`src/include/lf_wakeup_pkg.sv`:
```
// Shared constants for the Manchester wake-up decoder
package lf_wakeup_pkg;

  // ==================================================
  // Register offsets (8-bit data bus)
  localparam logic [3:0] CTRL_OFF      = 4'h0;
  localparam logic [3:0] RSEL_OFF      = 4'h1;
  localparam logic [3:0] STATUS_OFF    = 4'h2;
  localparam logic [3:0] RX_DATA_OFF   = 4'h3;
  localparam logic [3:0] CODE_A_LO_OFF = 4'h4;
  localparam logic [3:0] CODE_A_HI_OFF = 4'h5;
  localparam logic [3:0] CODE_B_LO_OFF = 4'h6;
  localparam logic [3:0] CODE_B_HI_OFF = 4'h7;

  // ==================================================
  // Control register fields
  localparam int CTRL_EN_BIT    = 0;
  localparam int CTRL_IE_BIT    = 1;
  localparam int CTRL_SHORT_BIT = 2;
  localparam int CTRL_RLEN_BIT  = 3;
  localparam int CTRL_ONSEL_BIT = 4;
  localparam int CTRL_ACK_BIT   = 7;

  // ==================================================
  // Reset values
  localparam logic [7:0] CTRL_RST = 8'h00;
  localparam logic [7:0] CODE_RST = 8'h00;
  localparam logic [3:0] RSEL_RST = 4'h0;

  // ==================================================
  // Timing
  localparam int unsigned CLK_PERIOD_NS     = 10;
  localparam int unsigned MED_OSC_PERIOD_NS = 8000;
  localparam int unsigned ON_SHORT_PERIODS  = 25;
  localparam int unsigned ON_LONG_PERIODS   = 265;
  localparam int unsigned HALF_BIT_NS       = 125000;
  localparam int unsigned SLOW_PERIOD_US    = 1000;
  localparam int unsigned ACQ_TIMEOUT_US    = 2000;
  localparam int unsigned ON_SHORT_CYC_DEF  = ON_SHORT_PERIODS * MED_OSC_PERIOD_NS / CLK_PERIOD_NS;
  localparam int unsigned ON_LONG_CYC_DEF   = ON_LONG_PERIODS * MED_OSC_PERIOD_NS / CLK_PERIOD_NS;
  localparam int unsigned HALF_BIT_CYC_DEF  = HALF_BIT_NS / CLK_PERIOD_NS;
  localparam logic [6:0]  ACQ_TIMEOUT_EDGES = 7'(ACQ_TIMEOUT_US / SLOW_PERIOD_US);
  localparam logic [6:0]  PRE_TIMEOUT_EDGES = 7'h41;

  // ==================================================
  // Frame format
  localparam logic [4:0]  ACQ_ZEROS     = 5'h05;
  localparam logic [4:0]  PRE_MIN_ZEROS = 5'h08;
  localparam logic [4:0]  SYNC_HALVES   = 5'h12;
  localparam logic [17:0] SYNC_PATTERN  = 18'h3a65a;

endpackage

```
`src/include/lf_sym_if.sv`:
```
// Half-bit symbol channel between run-length slicer and frame decoder
`timescale 1ns/1ps
interface lf_sym_if;
  logic en;
  logic valid;
  logic level;
  logic long_run;
  logic err;
  modport src (input en, output valid, output level, output long_run, output err);
  modport snk (output en, input valid, input level, input long_run, input err);
endinterface

```
`src/verilog/lf_half_slicer.sv`:
```
// Half-bit slicer: carrier run lengths into a Manchester half-bit stream
`timescale 1ns/1ps
module lf_half_slicer
  import lf_wakeup_pkg::*;
#(
  parameter int unsigned HALF_CYC = HALF_BIT_CYC_DEF
) (
  // Clock, reset, enable
  input  wire logic clk_in,
  input  wire logic rst_in,
  input  wire logic ce_in,
  // Synchronised carrier level
  input  wire logic level_in,
  // Symbol stream
  lf_sym_if.src     sym
);

  // ==================================================
  // Run classification
  localparam logic [19:0] T_MIN = 20'(HALF_CYC / 2);
  localparam logic [19:0] T_ONE = 20'(HALF_CYC * 3 / 2);
  localparam logic [19:0] T_TWO = 20'(HALF_CYC * 5 / 2);
  localparam logic [19:0] T_MAX = 20'(HALF_CYC * 7 / 2);

  logic [19:0] run_q;
  logic        lvl_q;
  logic [1:0]  pend_q;
  logic        plvl_q;
  logic        plong_q;

  // Zero means a run too short for any valid rate
  function automatic logic [1:0] halves_of(input logic [19:0] n);
    halves_of = (n < T_MIN) ? 2'h0 : (n < T_ONE) ? 2'h1 : (n < T_TWO) ? 2'h2 : 2'h3;
  endfunction

  // Run ends on an edge; a run with no edge is a lost signal or bad rate
  wire       edge_seen = sym.en && (level_in != lvl_q);
  wire [1:0] n_halves  = halves_of(run_q);
  wire       too_long  = sym.en && (run_q >= T_MAX);
  assign sym.err      = too_long || (edge_seen && n_halves == 2'h0);
  assign sym.valid    = pend_q != 2'h0;
  assign sym.level    = plvl_q;
  assign sym.long_run = plong_q && pend_q == 2'h3;

  // ==================================================
  // Run counter; halves are replayed one per cycle after each edge
  always_ff @(posedge clk_in or posedge rst_in) begin
    if (rst_in) begin
      run_q   <= 20'h00000;
      lvl_q   <= 1'b1;
      pend_q  <= 2'h0;
      plvl_q  <= 1'b0;
      plong_q <= 1'b0;
    end else if (ce_in) begin
      if (!sym.en) begin
        run_q  <= 20'h00000;
        lvl_q  <= 1'b1;  // Frames open with carrier
        pend_q <= 2'h0;
      end else begin
        run_q <= (edge_seen || too_long) ? 20'h00001 : run_q + 20'h00001;
        if (edge_seen) begin
          lvl_q   <= level_in;
          pend_q  <= n_halves;
          plvl_q  <= lvl_q;
          plong_q <= n_halves == 2'h3;
        end else if (pend_q != 2'h0) begin
          pend_q <= pend_q - 2'h1;
        end
      end
    end
  end
endmodule

```
`src/verilog/lf_wakeup_decoder.sv`:
```
// Manchester wake-up decoder: registers, sample timing and frame state machine
// What this block does
// - Slow edge opens window, detector and oscillator on
// - No signal in window: power off again
// - Five zeros complete signal acquisition
// - Reception errors start the reset interval
// - Reception errors before the data phase never raise the interrupt
// - Signal lost before acquisition: off promptly
// - Long pulse ends preamble; too few zeros resets
// - Sixty-five slow edges of zeros time out
// - Nine-bit sync field checked against pattern
// - Code is 8 or 16 bits, MSB first
// - Short code uses low byte only
// - Code matches set flags; acknowledge clears them
// - No code match resets; match keeps receiving
// - Each eighth data bit loads byte, flags ready
// - Acknowledge clears ready flag and interrupt
// - New byte overwrites data, interrupts again
// - Code violation ends frame, flags end-of-data
// - Acknowledge or disable clears end-of-data
// - Reset-active status follows the reset interval
// - Reset interval is multiple of sample period
// - Code writes only while module disabled
// - One is no carrier in first half
// - Nominal half bit is 125 microseconds
`timescale 1ns/1ps
module lf_wakeup_decoder
  import lf_wakeup_pkg::*;
#(
  parameter int unsigned ON_SHORT_CYC = ON_SHORT_CYC_DEF,
  parameter int unsigned ON_LONG_CYC  = ON_LONG_CYC_DEF,
  parameter int unsigned HALF_BIT_CYC = HALF_BIT_CYC_DEF
) (
  // Clock, reset, clock enable
  input  wire logic       CLK_IN,
  input  wire logic       SYS_RST_IN,
  input  wire logic       CE_IN,
  // Register port
  input  wire logic [3:0] ADDR_IN,
  input  wire logic [7:0] WDATA_IN,
  input  wire logic       WR_IN,
  input  wire logic       RD_IN,
  output logic      [7:0] RDATA_OUT,
  // Detector and slow timebase
  input  wire logic       SLOW_CLK_IN,
  input  wire logic       DET_DATA_IN,
  input  wire logic       FREQ_ERR_IN,
  // Power and interrupt
  output logic            DET_EN_OUT,
  output logic            OSC_EN_OUT,
  output logic            IRQ_OUT
);

  typedef enum logic [2:0] {OFF_S, WIN_S, ACQ_S, PRE_S, SYNC_S, CODE_S, DATA_S, RST_S} state_t;

  state_t      state_q;
  state_t      state_d;
  logic        go_rst;
  logic        enable_q;
  logic        irq_en_q;
  logic        short_q;
  logic        rlen_q;
  logic        onsel_q;
  logic [3:0]  rsel_q;
  logic [7:0]  code_a_lo_q;
  logic [7:0]  code_a_hi_q;
  logic [7:0]  code_b_lo_q;
  logic [7:0]  code_b_hi_q;
  logic [7:0]  rx_data_q;
  logic [7:0]  rd_q;
  logic        dready_q;
  logic        match_a_q;
  logic        match_b_q;
  logic        eod_q;
  logic [2:0]  slow_s_q;
  logic [1:0]  det_s_q;
  logic [1:0]  ferr_s_q;
  logic [17:0] win_q;
  logic [6:0]  slow_q;
  logic [4:0]  cnt_q;
  logic [16:0] shift_q;
  logic [16:0] rst_q;
  logic        phase_q;
  logic        first_q;

  // reset interval in slow edges, doubled by length select
  function automatic logic [16:0] reset_len(input logic [3:0] sel, input logic lng);
    reset_len = (17'h00001 << sel) << lng;
  endfunction

  // short codes compare low byte only
  function automatic logic code_eq(input logic [15:0] rx, input logic [7:0] hi, input logic [7:0] lo,
                                   input logic sh);
    code_eq = sh ? (rx[7:0] == lo) : (rx == {hi, lo});
  endfunction

  // ==================================================
  // Input synchronisers
  // Pins and the slow clock are asynchronous to CLK_IN
  always_ff @(posedge CLK_IN or posedge SYS_RST_IN) begin
    if (SYS_RST_IN) begin
      slow_s_q <= 3'h0;
      det_s_q  <= 2'h0;
      ferr_s_q <= 2'h0;
    end else if (CE_IN) begin
      slow_s_q <= {slow_s_q[1:0], SLOW_CLK_IN};
      det_s_q  <= {det_s_q[0], DET_DATA_IN};
      ferr_s_q <= {ferr_s_q[0], FREQ_ERR_IN};
    end
  end

  wire slow_edge = slow_s_q[1] && !slow_s_q[2];
  wire carrier   = det_s_q[1];

  // ==================================================
  // Symbol stream from the slicer
  lf_sym_if sym ();

  lf_half_slicer #(
    .HALF_CYC (HALF_BIT_CYC)
  ) u_slicer (
    .clk_in   (CLK_IN),
    .rst_in   (SYS_RST_IN),
    .ce_in    (CE_IN),
    .level_in (carrier),
    .sym      (sym)
  );

  wire rx_on = state_q inside {ACQ_S, PRE_S, SYNC_S, CODE_S, DATA_S};
  assign sym.en = rx_on;

  // ==================================================
  // Manchester pair decoding
  wire pair_done  = sym.valid && phase_q;
  wire pair_bad   = pair_done && (first_q == sym.level);
  // carrier in first half is a zero
  wire bit_val    = !first_q;
  wire zero_ok    = pair_done && first_q && !sym.level;
  wire one_seen   = pair_done && !first_q && sym.level;
  wire sync_pulse = sym.valid && !phase_q && sym.level && sym.long_run;
  wire fault      = sym.err || ferr_s_q[1];

  wire [15:0] code_rx   = {shift_q[14:0], bit_val};
  wire [4:0]  code_last = short_q ? 5'h07 : 5'h0f;
  wire        hit_a     = code_eq(code_rx, code_a_hi_q, code_a_lo_q, short_q);
  wire        hit_b     = code_eq(code_rx, code_b_hi_q, code_b_lo_q, short_q);
  wire        code_done = state_q == CODE_S && pair_done && !pair_bad && cnt_q == code_last;
  wire        byte_done = state_q == DATA_S && pair_done && !pair_bad && cnt_q == 5'h07;
  wire        eod_evt   = state_q == DATA_S && enable_q && (pair_bad || sym.err);
  wire        sync_ok   = {shift_q[15:0], sym.level} == SYNC_PATTERN[16:0];

  // ==================================================
  // Frame state machine
  always_comb begin
    state_d = state_q;
    go_rst  = 1'b0;
    case (state_q)
      // sample period starts on slow edge
      OFF_S: if (slow_edge) state_d = WIN_S;
      WIN_S: begin
        if (carrier) state_d = ACQ_S;
        else if (win_q == 18'h00000) state_d = OFF_S;
      end
      // acquire on five zeros, lost signal resets
      ACQ_S: begin
        if (fault || pair_bad || one_seen || (sym.valid && sym.long_run)) go_rst = 1'b1;
        else if (slow_q >= ACQ_TIMEOUT_EDGES) go_rst = 1'b1;
        else if (zero_ok && cnt_q == ACQ_ZEROS - 5'h01) state_d = PRE_S;
      end
      PRE_S: begin
        if (fault || pair_bad || one_seen || slow_q >= PRE_TIMEOUT_EDGES) go_rst = 1'b1;
        else if (sync_pulse && cnt_q >= PRE_MIN_ZEROS) state_d = SYNC_S;
        else if (sync_pulse) go_rst = 1'b1;
      end
      SYNC_S: begin
        if (fault) go_rst = 1'b1;
        else if (sym.valid && cnt_q == SYNC_HALVES - 5'h02) begin
          if (sync_ok) state_d = CODE_S;
          else go_rst = 1'b1;
        end
      end
      // no match resets, match moves to data
      CODE_S: begin
        if (fault || pair_bad) go_rst = 1'b1;
        else if (code_done && (hit_a || hit_b)) state_d = DATA_S;
        else if (code_done) go_rst = 1'b1;
      end
      // violation or lost carrier ends frame
      DATA_S: if (fault || pair_bad) go_rst = 1'b1;
      RST_S: if (slow_edge && rst_q <= 17'h00001) state_d = OFF_S;
      default: state_d = OFF_S;
    endcase
    if (!enable_q) begin
      state_d = OFF_S;
      go_rst  = 1'b0;
    end
    if (go_rst) state_d = RST_S;
  end

  always_ff @(posedge CLK_IN or posedge SYS_RST_IN) begin
    if (SYS_RST_IN) state_q <= OFF_S;
    else if (CE_IN) state_q <= state_d;
  end

  // ==================================================
  // Window, time-out and reset-interval counters
  always_ff @(posedge CLK_IN or posedge SYS_RST_IN) begin
    if (SYS_RST_IN) begin
      win_q  <= 18'h00000;
      slow_q <= 7'h00;
    end else if (CE_IN) begin
      if (state_q == OFF_S) win_q <= onsel_q ? 18'(ON_LONG_CYC) : 18'(ON_SHORT_CYC);
      else if (win_q != 18'h00000) win_q <= win_q - 18'h00001;
      // time-out counts slow edges in every state, restarting at each state change
      if (state_d != state_q) slow_q <= 7'h00;
      else if (slow_edge && slow_q != 7'h7f) slow_q <= slow_q + 7'h01;
    end
  end

  // loaded at entry, counted down on slow edges
  always_ff @(posedge CLK_IN or posedge SYS_RST_IN) begin
    if (SYS_RST_IN) rst_q <= 17'h00000;
    else if (CE_IN && go_rst) rst_q <= reset_len(rsel_q, rlen_q);
    else if (CE_IN && state_q == RST_S && slow_edge) rst_q <= rst_q - 17'h00001;
  end

  // ==================================================
  // Half phase, bit count and shift register
  wire count_en = (state_q inside {ACQ_S, PRE_S} && zero_ok) || (state_q == SYNC_S && sym.valid)
                  || (state_q inside {CODE_S, DATA_S} && pair_done);

  always_ff @(posedge CLK_IN or posedge SYS_RST_IN) begin
    if (SYS_RST_IN) begin
      phase_q <= 1'b0;
      first_q <= 1'b0;
    end else if (CE_IN) begin
      if (state_d != state_q && state_d inside {ACQ_S, CODE_S}) phase_q <= 1'b0;
      else if (sym.valid) phase_q <= !phase_q;
      if (sym.valid && !phase_q) first_q <= sym.level;
    end
  end

  always_ff @(posedge CLK_IN or posedge SYS_RST_IN) begin
    if (SYS_RST_IN) begin
      cnt_q   <= 5'h00;
      shift_q <= 17'h00000;
    end else if (CE_IN) begin
      if ((state_d != state_q && state_d != PRE_S) || byte_done) cnt_q <= 5'h00;
      else if (count_en && cnt_q != 5'h1f) cnt_q <= cnt_q + 5'h01;
      if (state_d != state_q) shift_q <= 17'h00000;
      else if (state_q == SYNC_S && sym.valid) shift_q <= {shift_q[15:0], sym.level};
      else if (count_en && state_q inside {CODE_S, DATA_S}) shift_q <= {shift_q[15:0], bit_val};
    end
  end

  // ==================================================
  // Register writes
  wire wr_ctrl = WR_IN && ADDR_IN == CTRL_OFF;
  wire ack_wr  = wr_ctrl && WDATA_IN[CTRL_ACK_BIT];
  wire dis_wr  = wr_ctrl && !WDATA_IN[CTRL_EN_BIT];
  wire cfg_wr  = WR_IN && !enable_q;

  // Enable always writable; other control bits only while disabled
  always_ff @(posedge CLK_IN or posedge SYS_RST_IN) begin
    if (SYS_RST_IN) begin
      enable_q <= CTRL_RST[CTRL_EN_BIT];
      irq_en_q <= CTRL_RST[CTRL_IE_BIT];
      short_q  <= CTRL_RST[CTRL_SHORT_BIT];
      rlen_q   <= CTRL_RST[CTRL_RLEN_BIT];
      onsel_q  <= CTRL_RST[CTRL_ONSEL_BIT];
      rsel_q   <= RSEL_RST;
    end else if (CE_IN) begin
      if (wr_ctrl) enable_q <= WDATA_IN[CTRL_EN_BIT];
      if (cfg_wr && ADDR_IN == CTRL_OFF) begin
        irq_en_q <= WDATA_IN[CTRL_IE_BIT];
        short_q  <= WDATA_IN[CTRL_SHORT_BIT];
        rlen_q   <= WDATA_IN[CTRL_RLEN_BIT];
        onsel_q  <= WDATA_IN[CTRL_ONSEL_BIT];
      end
      if (cfg_wr && ADDR_IN == RSEL_OFF) rsel_q <= WDATA_IN[3:0];
    end
  end

  always_ff @(posedge CLK_IN or posedge SYS_RST_IN) begin
    if (SYS_RST_IN) begin
      code_a_lo_q <= CODE_RST;
      code_a_hi_q <= CODE_RST;
      code_b_lo_q <= CODE_RST;
      code_b_hi_q <= CODE_RST;
    end else if (CE_IN && cfg_wr) begin
      if (ADDR_IN == CODE_A_LO_OFF) code_a_lo_q <= WDATA_IN;
      if (ADDR_IN == CODE_A_HI_OFF) code_a_hi_q <= WDATA_IN;
      if (ADDR_IN == CODE_B_LO_OFF) code_b_lo_q <= WDATA_IN;
      if (ADDR_IN == CODE_B_HI_OFF) code_b_hi_q <= WDATA_IN;
    end
  end

  // ==================================================
  // Flags and received data; a set in the clearing cycle wins
  always_ff @(posedge CLK_IN or posedge SYS_RST_IN) begin
    if (SYS_RST_IN) begin
      dready_q  <= 1'b0;
      match_a_q <= 1'b0;
      match_b_q <= 1'b0;
      eod_q     <= 1'b0;
      rx_data_q <= 8'h00;
    end else if (CE_IN) begin
      match_a_q <= (code_done && hit_a) || (match_a_q && !ack_wr);
      match_b_q <= (code_done && hit_b) || (match_b_q && !ack_wr);
      // every byte overwrites and flags again
      dready_q  <= byte_done || (dready_q && !ack_wr);
      if (byte_done) rx_data_q <= code_rx[7:0];
      // end-of-data, cleared by acknowledge or disable
      eod_q     <= eod_evt || (eod_q && !ack_wr && !dis_wr);
    end
  end

  // ==================================================
  // Outputs
  // only data and end-of-data flags interrupt
  assign IRQ_OUT    = irq_en_q && (dready_q || eod_q);
  // our oscillator request drops; another user holds its own request
  assign DET_EN_OUT = state_q != OFF_S && state_q != RST_S;
  assign OSC_EN_OUT = DET_EN_OUT;

  // reset-active status is the reset state
  wire       rst_active = state_q == RST_S;
  wire [7:0] ctrl_rd    = {3'h0, onsel_q, rlen_q, short_q, irq_en_q, enable_q};
  wire [7:0] status_rd  = {3'h0, rst_active, eod_q, match_b_q, match_a_q, dready_q};
  wire [7:0] rd_mux     = (ADDR_IN == CTRL_OFF)      ? ctrl_rd :
                          (ADDR_IN == RSEL_OFF)      ? {4'h0, rsel_q} :
                          (ADDR_IN == STATUS_OFF)    ? status_rd :
                          (ADDR_IN == RX_DATA_OFF)   ? rx_data_q :
                          (ADDR_IN == CODE_A_LO_OFF) ? code_a_lo_q :
                          (ADDR_IN == CODE_A_HI_OFF) ? code_a_hi_q :
                          (ADDR_IN == CODE_B_LO_OFF) ? code_b_lo_q :
                          (ADDR_IN == CODE_B_HI_OFF) ? code_b_hi_q : 8'h00;

  // Read data stands one cycle only, zero otherwise
  always_ff @(posedge CLK_IN or posedge SYS_RST_IN) begin
    if (SYS_RST_IN) rd_q <= 8'h00;
    else if (CE_IN) rd_q <= RD_IN ? rd_mux : 8'h00;
  end
  assign RDATA_OUT = rd_q;
endmodule

```
`config.mk`:
```
export PLATFORM = sky130hd
export DESIGN_NAME = lf_wakeup_decoder
export DESIGN_NICKNAME = d
export VERILOG_FILES = /design/src/include/lf_wakeup_pkg.sv /design/src/include/lf_sym_if.sv /design/src/verilog/lf_half_slicer.sv /design/src/verilog/lf_wakeup_decoder.sv
export SDC_FILE = /design/constraint.sdc
export NUM_CORES = 1
export LEC_CHECK = 0
export BUFFER_PORTS_ARGS = -buffer_cell sky130_fd_sc_hd__buf_2
export CAP_MARGIN = 20
export CORE_ASPECT_RATIO = 0.9
export CORE_MARGIN = 2
export CORE_UTILIZATION = 40
export DETAILED_ROUTE_END_ITERATION = 12
export SYNTH_ARGS = -nofsm -noshare
export SYNTH_HDL_FRONTEND = slang
export SYNTH_SLANG_ARGS = --single-unit
```
`constraint.sdc`:
```
create_clock -name CLK_IN -period 7.3 [get_ports CLK_IN]
set_clock_uncertainty 0.2 [all_clocks]
set_input_delay 0.73 -clock CLK_IN [delete_from_list [all_inputs] [get_ports CLK_IN]]
set_output_delay 0.73 -clock CLK_IN [all_outputs]
set_load 0.01 [all_outputs]
```
==> flow_summary.toml, run 1 <==
[run]
maxCapViolCount = 0

[sta]
tns_ps = 0
finalCritPeriodShare_pct = 59.4
finalHoldViolations = 0
rsz0062_at_grt = "no"
slew_headroom_pct = 33.8
setup_ws_ps = 2970
post-route-min-period_ps = 4330
worstMarginPinSlew_ps = 989
finalSetupViolations = 0
maxSlewViolCount = 0
clock.fmax_mhz = 231

[synth]
ys_seq_elements = 161
synth_top_area_cell = "dfrtp_1"
synth_edf_count = 0
ys_warn_count = 0
syn_area_per_cell_um2 = 9.89
synth_nets = 962
ys_async_sr_fraction_pct = 100
yosys_most_used_dff = "dfrtp_1"
synth-seq-area-share_pct = 43.8
yosysTopAreaCellShare_pct = 43.5
ys_types = 80
yosys-top-cells-area = "dfrtp_1 (44%), mux2_2 (6.7%), xnor2_1 (4.0%)"
synthCells = 930
netlist_area_um2 = 9200

[routing]
firstDrtPassIters = 7
avgViaCountPerCell = 5.76
drtIter0Drc = 576
postRouteAntennaNets = 0
wire_per_inst_um = 18.7
routed_wl_um = 23300
num_vias = 7183
drc_errors = 0

[clocking]
post-cts-setup-buffer-count = 0
cts_resized = 0
clk-insertion-delay-late_ps = 440
cts_buffers = 17
cts_sinks = 161
path_clk_slew_ps = 70
h-tree-depth = 4
cts_tree = "yes"
max-clock-path-buffers = 2
cts_root_buf = "clkbuf_16"
hold_buffers = 0

[die]
core_um2 = 22500
die_h_um = 148
start_util_pct = 40.9
fp.dieW_um = 164
ios = 31
rows = 52
die_area_um2 = 24200

[final_layout]
diodes = 0
nets = 968
area_growth_pct = 10.4
layout-drive-gt1-share_pct = 16.8

[worst_setup_path]
critPathRequiredTime_ps = 7480
slowest_delay_ps = 600
cp_cell_sequence = "inv_1 > ha_1 > nor2b_1 > nand4b_1 > or4_1 > a211oi_1 > o2bb2ai_1 > a2111oi_4 > o2bb2ai_4 > a21oi_2 > a22o_1"
cp-end-kind = "register"
cp_num_buf_inv = 1
critPathTopFamily = "compound AO/OA/AOI/OAI gates"
crit_fanout = 15
critPathSlowestCell = "a21oi_2"
crit_arrival_ps = 4510
startpoint_type = "register"
crit_type = "reg2reg"

[global_route]
antenna_found_initial = 0
grt_pass1_wl_um = 38700
track_usage_pct = 20.3
grt_overflow_total = 0
grt_pass1_vias = 7012
grt_start_max_net_pins = 104

[power_and_ir_drop]
cellPowerDensity_nw_per_um2 = 264
ir_drop_uv = 173
p_leak_nw = 4.27
p_total_mw = 2.68

[placement]
portBuffers = 30
pre_cts_ws_ps = 3070
place.gp.congestion = 0.864
hpwl_um = 16400

[outcome]
status = "finished clean"

[min_path]
hold_path.class = "reg2reg"
## per-layer routing
metal	GRT usage (%)	routed length, µm
met1	29.9	11600
met3	3.87	1020
met2	30.6	10400
met4	5.66	371
met5	0	0
## layout make-up
type	count	area [µm²]
Clock buffer	17	425
Clock inverter	15	173
Fill cell	2175	12400
Inverter	24	95.1
Multi-Input combinational cell	696	4860
Sequential cell	161	4030
Tap cell	297	372
Timing Repair Buffer	36	195
## tightest hold or removal path, stage by stage, from the launching register on
cell     delay [ps]
dfrtp_1         350
nand2_1          50
nand2_1          50
## cell families after synthesis
group / after synthesis / synth area share (%)
simple gates: 326 / 18.8
compound gates: 216 / 16.1
flops: 161 / 43.8
mux: 75 / 9.86
buf+inv: 73 / 3.37
xor+xnor: 67 / 6.38
fa+ha+maj: 12 / 1.63
## cells in the final DEF (no fill, tap or decap), types with 22 or more instances in the layout
cell type,netlist,layout
xnor2_1,42,42
mux2_2,55,55
a21oi_1,46,46
nand3_1,26,26
xor2_1,25,25
o21ai_0,55,55
nor3_1,25,25
dfrtp_1,160,160
nor2_1,83,83
buf_2,8,30
inv_1,23,22
nand2_1,65,65
## flip-flops by register name (all words and copies together) (netlist names), 3 cells and up
register        count
u_slicer.run_q     20
shift_q            16
slow_q              7
RDATA_OUT           8
code_a_hi_q         8
code_b_lo_q         8
rst_q              17
slow_s_q            3
cnt_q               5
code_a_lo_q         8
code_b_hi_q         8
rx_data_q           8
state_q             3
rsel_q              4
win_q              18
## cell usage after synthesis, types with 4 or more instances
cell and count:
nor3_1 25, a21o_1 5, mux2_2 55, buf_1 4, nand2_1 65, dfrtp_1 160, inv_1 23, nand2b_1 8
or2_2 5, nor2b_1 15, xor2_1 25, ha_1 12, and3_1 7, and2_1 4, o21ai_0 55, nand3_1 26
mux4_2 7, nor4_1 18, buf_2 8, nor2_1 83, o32ai_1 5, o211ai_1 4, or4_1 6, o2bb2ai_1 9
or3_1 11, a21oi_1 46, nand4_1 21, o22ai_1 7, nor3b_1 4, a211oi_1 6, a22o_1 19, o21a_1 6
clkbuf_1 32, o31ai_1 8, a31oi_1 14, mux2i_1 13, xnor2_1 42
## through the flow
| step | utilization (%) | cell area, µm² | instances | hold slack [ps] |
|---|---|---|---|---|
| finish | 45.1 | 10200 | 1246 | 284 |
| global route | 45.1 | 10200 | 1246 | 316 |
| CTS | 45.1 | 10200 | 1246 | 291 |
| detailed placement | 42.5 | 9560 | 1214 | 276 |
| global placement | 42.5 | 9560 | 1214 | 265 |
| floorplan | - | 9200 | 930 | 238 |
## final timing paths
path / startpoint / endpoint / slack (ps) / cells after the start
worst min-delay path: rx_data_q[7] / rx_data_q[7] / 280 / 2
worst max-delay path: u_slicer.pend_q[0] / shift_q[10] / 2970 / 11
worst max register to register: u_slicer.pend_q[0] / shift_q[10] / 2970 / 11
min in group asynchronous: SYS_RST_IN / win_q[10] / 320 / 2
max in group asynchronous: SYS_RST_IN / u_slicer.run_q[1] / 5250 / 3
worst min register to register: rx_data_q[7] / rx_data_q[7] / 280 / 2
## where the power goes
| group | switching, mW | internal [mW] |
|---|---|---|
| clock | 0.418 | 0.486 |
| combinational | 0.321 | 0.260 |
| sequential | 0.175 | 1.02 |
Note: power is estimated with default switching activity, not from simulation.
==> inputs of run 2 (changes only) <==
==> constraint.sdc (replaced) <==
create_clock -name CLK_IN -period 4.4 [get_ports CLK_IN]
set_clock_uncertainty 0.2 [all_clocks]
set_input_delay 0.44 -clock CLK_IN [delete_from_list [all_inputs] [get_ports CLK_IN]]
set_output_delay 0.44 -clock CLK_IN [all_outputs]
set_load 0.01 [all_outputs]
==> flow_summary.toml, run 2 (synthesized netlist as in run 1, its figures left out) <==
[sta]
tns_ps = 0
fin_hold_ws_ps = -20.7
rsz0062_at_grt = "no"
finalSetupViolations = 0
slew_headroom_pct = 33.9
maxSlewViolCount = 0
finalCritPeriodShare_pct = 94.0
post-route-min-period_ps = 4130
worstMarginPinSlew_ps = 992
finalHoldViolations = 4
clock.fmax_mhz = 242

[clocking]
hold_buffers = 0
cts_root_buf = "clkbuf_16"
post-cts-setup-buffer-count = 0
cts_resized = 0
cts_buffers = 17
h-tree-depth = 4
max-clock-path-buffers = 2
cts_sinks = 161
cts_tree = "yes"
path_clk_slew_ps = 70
clk-insertion-delay-late_ps = 430

[placement]
portBuffers = 30
place_area_um2 = 9650
dp.cells = 1225
place.gp.congestion = 0.925
hpwl_um = 16500

[global_route]
track_usage_pct = 20.4
grt_pass1_wl_um = 38900
grt_start_max_net_pins = 162
grt_pass1_vias = 7130
grt_overflow_total = 0
antenna_found_initial = 0

[routing]
met1_length_um = 11500
drc_errors = 0
num_vias = 7329
wire_per_inst_um = 18.6
highest_layer = "met4"
drtIter0Drc = 807
firstDrtPassIters = 5
avgViaCountPerCell = 5.83
route.met2.wl_um = 10400
postRouteAntennaNets = 0
met3WireLength_um = 1150
routed_wl_um = 23400

[outcome]
status = "finished with violations"
violations = "hold timing"

[final_layout]
seq_area_um2 = 4030
final_common_cell = "dfrtp_1"
multi_input_area_um2 = 4860
regMostFlops = "u_slicer.run_q"
diodes = 0
largest_reg_flops = 20
largestRegisters = "u_slicer.run_q (20), win_q (18), rst_q (17)"
design_area_um2 = 10200
layout-drive-gt1-share_pct = 17.5
area_growth_pct = 11.4
layout_common_cells = "dfrtp_1 (160), nor2_1 (83), nand2_1 (65), o21ai_0 (55), mux2_2 (55)"
nets = 979
layoutNonFillerInstCount = 1257
fill_cells = 2154

[worst_setup_path]
startpoint_type = "register"
crit_fanout = 15
slowest_delay_ps = 590
cp_cell_sequence = "inv_1 > ha_1 > nor2b_1 > nand4b_1 > or4_1 > a211oi_1 > o2bb2ai_1 > a2111oi_4 > o2bb2ai_4 > a21oi_2 > a22o_1"
cp-end-kind = "register"
critPathTopFamily = "compound AO/OA/AOI/OAI gates"
cp_num_buf_inv = 1
crit_arrival_ps = 4300
crit_type = "reg2reg"
critPathRequiredTime_ps = 4570
critPathSlowestCell = "or4_1"

[power_and_ir_drop]
p_leak_nw = 4.32
p_int_mw = 3.00
swShare_pct = 33.3
p_clk_share_pct = 33.9
seqPwrFrac_pct = 43.6
cellPowerDensity_nw_per_um2 = 439
ir_drop_uv = 246
combPwrFrac_pct = 22.5
p_sw_mw = 1.50

[die]
die_area_um2 = 24200
rows = 52
die_h_um = 148
ios = 31
start_util_pct = 40.9
fp.dieW_um = 164
core_um2 = 22500

[run]
maxCapViolCount = 0

[min_path]
hold_path.class = "in2async"
## run 2: cell types whose count changed in the layout (fill, tap and decap cells not counted), sizes merged
cell	previous run	this run
buf	36	47
bufinv	1	2
clkbuf	17	18
clkinv	7	3
clkinvlp	1	3
## run 2: routing by layer
metal	vias to the layer above	GRT usage, %
met5	-	0
met4	0	4.87
met3	21	3.84
met2	195	30.4
met1	3648	30.5
li1	3465	-
## run 2: final cells by class
class | count | area share (%)
multi-input combinational | 696 | 47.4
sequential | 161 | 39.3
clock buffer | 18 | 4.19
tap | 297 | 3.63
timing repair buffer | 47 | 2.83
clock inverter | 14 | 1.66
inverter | 24 | 0.916
## run 2: worst paths after layout
kind                                    startpoint  depth (start not counted)             end  slack (ps)
worst max-delay path            u_slicer.pend_q[0]                         11      shift_q[6]         270
worst min-delay path                    SYS_RST_IN                          3        win_q[0]         -20
worst max register to register  u_slicer.pend_q[0]                         11      shift_q[6]         270
worst min register to register        rx_data_q[7]                          2    rx_data_q[7]         280
max in group asynchronous               SYS_RST_IN                          3  code_a_lo_q[2]        3210
min in group CLK_IN                    SLOW_CLK_IN                          2     slow_s_q[0]          40
## run 2: through the flow
stage | util (%) | setup WS, ps | power (mW)
after floorplan | - | 866 | 2.69
after global placement | 42.8 | 448 | 2.97
after detailed placement | 42.8 | 328 | 2.99
after CTS | 45.5 | 320 | 4.53
after global routing | 45.5 | 23.2 | 4.75
final | 45.5 | 265 | 4.50
## run 2: worst reg2reg max path, delay by kind of cell, from the launching register on
family	cells	cell delay, ps
buffers and inverters	1	80
adder cells (fa/ha/maj)	1	210
flip-flops	1	370
AO/OA/AOI/OAI	6	2200
AND/OR/NAND/NOR	3	1020
## run 2: power by group through the flow
stage                     Clock [mW]  Sequential (mW)  Combinational, mW
after global placement             0             1.98              0.995
after global routing            1.63             2.00               1.13
after CTS                       1.56             1.96               1.02
after floorplan                    0             1.89              0.806
after detailed placement           0             1.98               1.01
final                           1.52             1.96               1.01
